## src/verilog/dbgec_pkg.sv

```systemverilog
// Contract
// - Cause field bits 5:2, halt request 0000
// - Hardware breakpoint entry loads cause 0001
// - Imprecise watchpoint entry loads cause 0010
// - Software breakpoint entry loads cause 0011
// - External debug request entry loads 0100
// - Vector catch entry loads cause 0101
// - Oldest version only: aborts 0110, 0111
// - Newest version: OS unlock catch 1000
// - Newest version: precise watchpoint 1010
// - Disabled software breakpoint raises debug exception
// - Precise abort when halted sets bit 6
// - Middle/newest: flags frozen outside halted state
// - Older versions: debugger read clears flags
// - Newest: only run-control bit 2 clears
// - Middle: flags read zero outside halted
// - Precise flag set blocks instruction issue
// - Middle: any halted imprecise abort sets bit 7
// - Newest: only discarded imprecise aborts set
// - Undiscarded imprecise abort taken at exit
// - Oldest: flags undefined without execute enable
// - Bit 0 shows halted state
package dbgec_pkg;

  localparam int WORD_W = 32;
  localparam int HALTED_BIT = 0;
  localparam int CAUSE_LO = 2;
  localparam int CAUSE_HI = 5;
  localparam int PRECISE_BIT = 6;
  localparam int IMPRECISE_BIT = 7;
  localparam int RUNCTL_CLR_BIT = 2;
  localparam int FAULT_STATUS_W = 5;

  localparam logic [3:0] CAUSE_HALT_REQ = 4'h0;
  localparam logic [3:0] CAUSE_HW_SOFTWARE_BREAKPOINT_INSTRUCTION = 4'h1;
  localparam logic [3:0] CAUSE_IMP_WATCH = 4'h2;
  localparam logic [3:0] CAUSE_SW_SOFTWARE_BREAKPOINT_INSTRUCTION = 4'h3;
  localparam logic [3:0] CAUSE_EXT_REQ = 4'h4;
  localparam logic [3:0] CAUSE_VEC_CATCH = 4'h5;
  localparam logic [3:0] CAUSE_DSIDE_ABORT = 4'h6;
  localparam logic [3:0] CAUSE_ISIDE_ABORT = 4'h7;
  localparam logic [3:0] CAUSE_OS_UNLOCK = 4'h8;
  localparam logic [3:0] CAUSE_PREC_WATCH = 4'ha;

  localparam logic [3:0] CAUSE_RESET = 4'h0;
  localparam logic [31:0] WORD_RESET = 32'h0000_0000;
  localparam logic [31:0] ADDR_RESET = 32'h0000_0000;
  localparam logic [4:0] FAULT_STATUS_RESET = 5'h00;
  // Fault status code reported for a debug event
  localparam logic [4:0] FAULT_DEBUG_EVENT = 5'h02;

  typedef enum logic [1:0] {
    VER_OLD = 2'b00,
    VER_MID = 2'b01,
    VER_NEW = 2'b10
  } dbgec_ver_t;

  typedef enum logic {
    ST_RUN = 1'b0,
    ST_HALT = 1'b1
  } dbgec_state_t;

  // Reasons for a debug entry, presented with the entry pulse
  typedef struct packed {
    logic halt_req;
    logic hw_software_breakpoint_instruction;
    logic imp_watch;
    logic sw_software_breakpoint_instruction;
    logic ext_req;
    logic vec_catch;
    logic dside_abort;
    logic iside_abort;
    logic os_unlock;
    logic prec_watch;
  } dbgec_evt_t;

  // Aborts raised by instructions issued while halted
  typedef struct packed {
    logic precise;
    logic imprecise;
    logic discard;
  } dbgec_abort_t;

endpackage

```

## src/verilog/dbgec_top.sv

```systemverilog
`timescale 1ns/1ps
module dbgec_top #(
  parameter dbgec_pkg::dbgec_ver_t VERSION = dbgec_pkg::VER_NEW
) (
  input wire logic REF_CLK, // 250 MHz clock
  input wire logic RSTN, // Asynchronous reset, active low
  input wire logic ENTRY, // Pulse: core enters halted state
  input wire dbgec_pkg::dbgec_evt_t ENTRY_EVT, // Reasons for the entry
  input wire logic EXIT_REQ, // Pulse: exit halted state
  input wire dbgec_pkg::dbgec_abort_t ABORT, // Abort pulses, discard level
  input wire logic EXEC_EN, // Execute-instruction enable level
  input wire logic SW_SOFTWARE_BREAKPOINT_INSTRUCTION_EXEC, // Pulse: software breakpoint executed
  input wire logic DEBUG_PERMITTED, // Level: debug enabled and allowed
  input wire logic [31:0] SOFTWARE_BREAKPOINT_INSTRUCTION_PC, // Address of the breakpoint
  input wire logic EXT_RD, // Pulse: debugger reads status word
  input wire logic RUN_CTRL_WR, // Pulse: run-control word written
  input wire logic [31:0] RUN_CTRL_DATA, // Run-control write data
  input wire logic XFER_VALID, // Pulse: transfer word offered
  output logic [31:0] STATUS_WORD, // Debug status word
  output logic HALTED, // Halted state level
  output logic XFER_ISSUE, // Pulse: transfer word issued
  output logic IMP_ABORT_TAKE, // Pulse: held abort taken
  output logic DBG_EXC, // Pulse: debug exception
  output logic FAULT_WE, // Pulse: fault registers load
  output logic [4:0] FAULT_STATUS, // Fault status value
  output logic [31:0] FAULT_ADDR // Fault address value
);

  generate
    if (VERSION != dbgec_pkg::VER_OLD && VERSION != dbgec_pkg::VER_MID &&
        VERSION != dbgec_pkg::VER_NEW) begin : g_bad_ver
      $error("dbgec_top: unsupported version");
    end
  endgenerate

  localparam bit IS_OLD = (VERSION == dbgec_pkg::VER_OLD);
  localparam bit IS_MID = (VERSION == dbgec_pkg::VER_MID);
  localparam bit IS_NEW = (VERSION == dbgec_pkg::VER_NEW);

  dbgec_pkg::dbgec_state_t state_q;
  dbgec_pkg::dbgec_state_t state_d;
  logic [3:0] cause_q;
  logic [3:0] cause_d;
  logic prec_q;
  logic prec_d;
  logic imp_q;
  logic imp_d;
  logic pend_q;
  logic pend_d;
  logic [31:0] word_d;

  wire halted = (state_q == dbgec_pkg::ST_HALT);
  wire enter = ENTRY && !halted;
  wire leave = EXIT_REQ && halted;
  wire software_breakpoint_instruction_exc = SW_SOFTWARE_BREAKPOINT_INSTRUCTION_EXEC && !DEBUG_PERMITTED && !halted && !ENTRY;

  always_comb begin
    state_d = state_q;
    unique case (state_q)
      dbgec_pkg::ST_RUN: begin
        if (ENTRY) begin
          state_d = dbgec_pkg::ST_HALT;
        end
      end
      dbgec_pkg::ST_HALT: begin
        if (EXIT_REQ) begin
          state_d = dbgec_pkg::ST_RUN;
        end
      end
    endcase
  end

  // Version-gated event qualifiers; reserved codes never get loaded
  wire os_ok = ENTRY_EVT.os_unlock && IS_NEW;
  wire pw_ok = ENTRY_EVT.prec_watch && IS_NEW;
  wire da_ok = ENTRY_EVT.dside_abort && IS_OLD;
  wire ia_ok = ENTRY_EVT.iside_abort && IS_OLD;

  // Fixed priority; with no reason flagged the entry counts as halt request
  wire [3:0] cause_sel =
    ENTRY_EVT.ext_req ? dbgec_pkg::CAUSE_EXT_REQ :
    ENTRY_EVT.halt_req ? dbgec_pkg::CAUSE_HALT_REQ :
    os_ok ? dbgec_pkg::CAUSE_OS_UNLOCK :
    ENTRY_EVT.vec_catch ? dbgec_pkg::CAUSE_VEC_CATCH :
    ENTRY_EVT.sw_software_breakpoint_instruction ? dbgec_pkg::CAUSE_SW_SOFTWARE_BREAKPOINT_INSTRUCTION :
    ENTRY_EVT.hw_software_breakpoint_instruction ? dbgec_pkg::CAUSE_HW_SOFTWARE_BREAKPOINT_INSTRUCTION :
    pw_ok ? dbgec_pkg::CAUSE_PREC_WATCH :
    ENTRY_EVT.imp_watch ? dbgec_pkg::CAUSE_IMP_WATCH :
    da_ok ? dbgec_pkg::CAUSE_DSIDE_ABORT :
    ia_ok ? dbgec_pkg::CAUSE_ISIDE_ABORT :
    dbgec_pkg::CAUSE_HALT_REQ;

  // Cause moves only on entry or on a breakpoint debug exception
  assign cause_d = enter ? cause_sel :
                   software_breakpoint_instruction_exc ? dbgec_pkg::CAUSE_SW_SOFTWARE_BREAKPOINT_INSTRUCTION :
                   cause_q;

  // Oldest version leaves the flags undefined when not executing, so
  // the simplest form (set only while halted) is kept for all versions
  wire prec_set = halted && ABORT.precise;
  wire imp_any = halted && ABORT.imprecise;
  wire discard = ABORT.discard && !IS_OLD;
  wire imp_set = IS_NEW ? (imp_any && discard) : imp_any;

  // Middle version freezes flags outside halted state, newest too
  wire clr_rd = EXT_RD && (IS_OLD || (IS_MID && halted));
  wire clr_wr = IS_NEW && halted && RUN_CTRL_WR &&
                RUN_CTRL_DATA[dbgec_pkg::RUNCTL_CLR_BIT];
  wire clr = clr_rd || clr_wr;

  // A set in the clearing cycle wins so no abort is lost
  assign prec_d = prec_set || (prec_q && !clr);
  assign imp_d = imp_set || (imp_q && !clr);

  // Undiscarded imprecise abort waits for the exit
  wire hold_set = imp_any && !discard;
  // An abort landing on the exit edge is taken at that exit; none lingers
  assign pend_d = (hold_set || pend_q) && !leave;

  wire flags_vis = !(IS_MID && state_d != dbgec_pkg::ST_HALT);

  always_comb begin
    word_d = dbgec_pkg::WORD_RESET;
    word_d[dbgec_pkg::HALTED_BIT] = (state_d == dbgec_pkg::ST_HALT);
    word_d[dbgec_pkg::CAUSE_HI:dbgec_pkg::CAUSE_LO] = cause_d;
    word_d[dbgec_pkg::PRECISE_BIT] = prec_d && flags_vis;
    word_d[dbgec_pkg::IMPRECISE_BIT] = imp_d && flags_vis;
  end

  // Transfer words are refused once a precise abort is recorded
  wire issue_d = XFER_VALID && halted && !prec_q;

  always_ff @(posedge REF_CLK or negedge RSTN) begin
    if (!RSTN) begin
      state_q <= dbgec_pkg::ST_RUN;
      cause_q <= dbgec_pkg::CAUSE_RESET;
      prec_q <= 1'b0;
      imp_q <= 1'b0;
      pend_q <= 1'b0;
    end else begin
      state_q <= state_d;
      cause_q <= cause_d;
      prec_q <= prec_d;
      imp_q <= imp_d;
      pend_q <= pend_d;
    end
  end

  always_ff @(posedge REF_CLK or negedge RSTN) begin
    if (!RSTN) begin
      STATUS_WORD <= dbgec_pkg::WORD_RESET;
      HALTED <= 1'b0;
      XFER_ISSUE <= 1'b0;
      IMP_ABORT_TAKE <= 1'b0;
    end else begin
      STATUS_WORD <= word_d;
      HALTED <= (state_d == dbgec_pkg::ST_HALT);
      XFER_ISSUE <= issue_d;
      IMP_ABORT_TAKE <= leave && (pend_q || hold_set);
    end
  end

  always_ff @(posedge REF_CLK or negedge RSTN) begin
    if (!RSTN) begin
      DBG_EXC <= 1'b0;
      FAULT_WE <= 1'b0;
      FAULT_STATUS <= dbgec_pkg::FAULT_STATUS_RESET;
      FAULT_ADDR <= dbgec_pkg::ADDR_RESET;
    end else begin
      DBG_EXC <= software_breakpoint_instruction_exc;
      FAULT_WE <= software_breakpoint_instruction_exc;
      if (software_breakpoint_instruction_exc) begin
        FAULT_STATUS <= dbgec_pkg::FAULT_DEBUG_EVENT;
        FAULT_ADDR <= SOFTWARE_BREAKPOINT_INSTRUCTION_PC;
      end
    end
  end
endmodule

```

## config.mk

```make
export PLATFORM = sky130hd
export DESIGN_NAME = dbgec_top
export DESIGN_NICKNAME = d
export VERILOG_FILES = /design/src/verilog/dbgec_pkg.sv /design/src/verilog/dbgec_top.sv
export SDC_FILE = /design/constraint.sdc
export NUM_CORES = 1
export LEC_CHECK = 0
export ABC_AREA = 1
export BUFFER_PORTS_ARGS = -buffer_cell sky130_fd_sc_hd__buf_2
export CORE_MARGIN = 2
export CORE_UTILIZATION = 39
export DETAILED_ROUTE_END_ITERATION = 12
export GPL_TIMING_DRIVEN = 0
export PLACE_DENSITY = 0.79
export SYNTH_ARGS = -nofsm -noshare
export SYNTH_HDL_FRONTEND = slang
export SYNTH_SLANG_ARGS = --single-unit
export TNS_END_PERCENT = 10
```

## constraint.sdc

```tcl
create_clock -name REF_CLK -period 1.3 [get_ports REF_CLK]
set_input_delay 0.26 -clock REF_CLK [delete_from_list [all_inputs] [get_ports REF_CLK]]
set_output_delay 0.26 -clock REF_CLK [all_outputs]
set_load 0.05 [all_outputs]
```

==> reports/results.ini <==
[outcome]
run_status = completed

[route]
wirelength_um = 4300
routedWlPerCell_um = 9.81
vias = 1741
drt_iter0_markers = 60
vias_per_cell = 3.97
first_pass_iters = 4
ant_nets = 0
drc = 0

[logic_synthesis]
avgSynthCellArea_um2 = 8.56
syn_inst = 236
netlist_area_um2 = 2020
synth_seq_area_share_pct = 54.5
ys_types = 17
synth_area_leaders = dfrtp_1 54%, nand2_1 21%, buf_4 12%
synth_top_area_cell = dfrtp_1
ys_ff_latch = 44
ys_warn_count = 0
synth_top_area_share_pct = 54.5

[setup_path]
criticalPathCategory = flip-flop to output pin
crit_family = flip-flops
crit_fanout = 2
end_kind = output pin
cp_num_buf_inv = 2
critPathMaxStageDelay_ns = 0.38
cp-start-kind = flip-flop
worstPathRequired_ns = 1.04
cp_cell_sequence = buf_4, buf_2
critical_path_arrival_ns = 1.00
crit_slowest_cell = dfrtp_1

[power_and_ir_drop]
p_leak_nw = 1.76
p_total_w = 0.00492
p_per_area_nw_per_um2 = 1750
ir_drop_mv = 1.08

[timing]
relSlewSlack_pct = 35.9
period_needed_ns = 1.26
setup_viol = 0
tightest_slew_ns = 0.962
setup_ws_ns = 0.0410
slew_viol_final = 0
hold_viol = 0
rsz0062_at_grt = yes
skew_ns = 0.00418
max_freq_ghz = 0.794
period_share_pct = 96.8

[floorplanning]
core_um2 = 5040
dieArea_um2 = 5770
io_pins = 161
fp.dieH_um = 76.0
die_w_um = 76.0
fp-row-count = 26
initial_core_util_pct = 40.1

[placement]
place_congestion = 0.674
pre_cts_ws_ns = 0.0649
dp_cells = 430
dp_hpwl_um = 3270
io_buffers = 96

[clock_network]
cts_setup_buffers = 0
clk_latency_ns = 0.29
cts_buffer_depth = 2
h-tree-depth = 2
path_clk_slew_ns = 0.08
cts_hold_buf = 0
numCtsBuffers = 5
clock_sinks = 44
tritoncts = yes
root_buffer = clkbuf_8

[cells_and_area]
drive_above_1_share_pct = 40.2
n_fill_cell = 467
final_common_cell = nand2_1
seq_area_um2 = 1100
multiInputGateArea_um2 = 662
antennaDiodeCount = 0
layout.cells.non_filler = 438
syn_to_final_growth_pct = 38.9
nets = 454
final_cell_mix = 113 x nand2_1, 96 x buf_2, 43 x dfrtp_1, 33 x buf_4, 29 x conb_1

[grt]
grt_pass1_vias = 1650
grt.overflow.total = 0
grt_max_degree = 45
grt_pass1_wl_um = 7290
antenna_found_initial = 0
grt_usage_pct = 15.5

[run]
cap_violations = 0

[hold_path]
min_path_type = primary input to async pin

==> final cells by class <==
| cell class | instances | area share (%) |
|---|---|---|
| sequential | 44 | 39.3 |
| multi-input combinational | 166 | 23.6 |
| timing repair buffer | 96 | 17.8 |
| buffer | 40 | 11.0 |
| tap | 70 | 3.12 |
| clock buffer | 6 | 2.94 |
| inverter | 14 | 1.96 |
| clock inverter | 2 | 0.357 |
==> registers in the layout, summed over array words and instances, names as in the netlist <==
name and count:
FAULT_ADDR 32, IMP_ABORT_TAKE 1, FAULT_STATUS 1, pend_q 1, STATUS_WORD 5, DBG_EXC 1
XFER_ISSUE 1, cause_q 2
==> per-stage QoR <==
stage	instance area (um^2)	utilization [%]	setup TNS, ns	hold WS (ns)
6_report	2810	55.7	0	0.116
5_1_grt	2810	55.7	-0.0181	0.153
4_1_cts	2790	55.4	0	0.143
3_5_place_dp	2700	53.4	0	0.458
3_3_place_gp	2700	53.4	0	0.436
2_1_floorplan	2130	-	0	-0.0356
==> power breakdown <==
part	switching [W]	leakage [nW]	internal (W)	total, W
registers	0.000152	0.548	0.00167	0.00183
logic	0.00170	1.16	0.000530	0.00223
clock network	0.000440	0.0510	0.000424	0.000864
==> synthesized netlist by cell type (all sizes together) <==
master	count
a21oi	1
a31oi	1
and3	1
buf	40
conb	1
dfrtp	44
inv	14
nand2	114
nand3	7
nor2	7
o21ai	5
or2	1
==> logic make-up (layout without fill, tap and decap cells) <==
| logic type | after synthesis | after routing | share of synthesized area (%) |
|---|---|---|---|
| other | 1 | 29 | 0.186 |
| flip-flops | 44 | 44 | 54.5 |
| AND/OR/NAND/NOR | 130 | 130 | 25.6 |
| buffers and inverters | 54 | 158 | 18.0 |
| AO/OA/AOI/OAI | 7 | 7 | 1.80 |
==> path summary, 6_finish.rpt <==
path / start / cells past startpoint / endpoint / slack, ns
setup / recovery: STATUS_WORD[7] / 2 / STATUS_WORD[7] / 0.04
hold / removal: RSTN / 1 / cause_q[1] / 0.12
setup reg to reg: STATUS_WORD[0] / 6 / FAULT_ADDR[13] / 0.08
hold reg to reg: STATUS_WORD[6] / 1 / XFER_ISSUE / 0.47
max in group asynchronous: RSTN / 1 / STATUS_WORD[0] / 0.54
min in group REF_CLK: SOFTWARE_BREAKPOINT_INSTRUCTION_PC[29] / 3 / FAULT_ADDR[29] / 0.15
==> metal layers <==
layer | GRT usage (%) | up-vias | wire length (um)
li1 | - | 912 | -
met3 | 4.98 | 8 | 303
met4 | 5.27 | 0 | 56
met2 | 28.0 | 65 | 2190
met5 | 0 | - | 0
met1 | 17.2 | 756 | 1750
==> repair_timing <==
item                       4_1_cts  5_1_grt
setup endpoints to repair        2        8
cloned                           0        0
resized for setup                2        5
No activity file was read; power rests on OpenSTA's default activity.
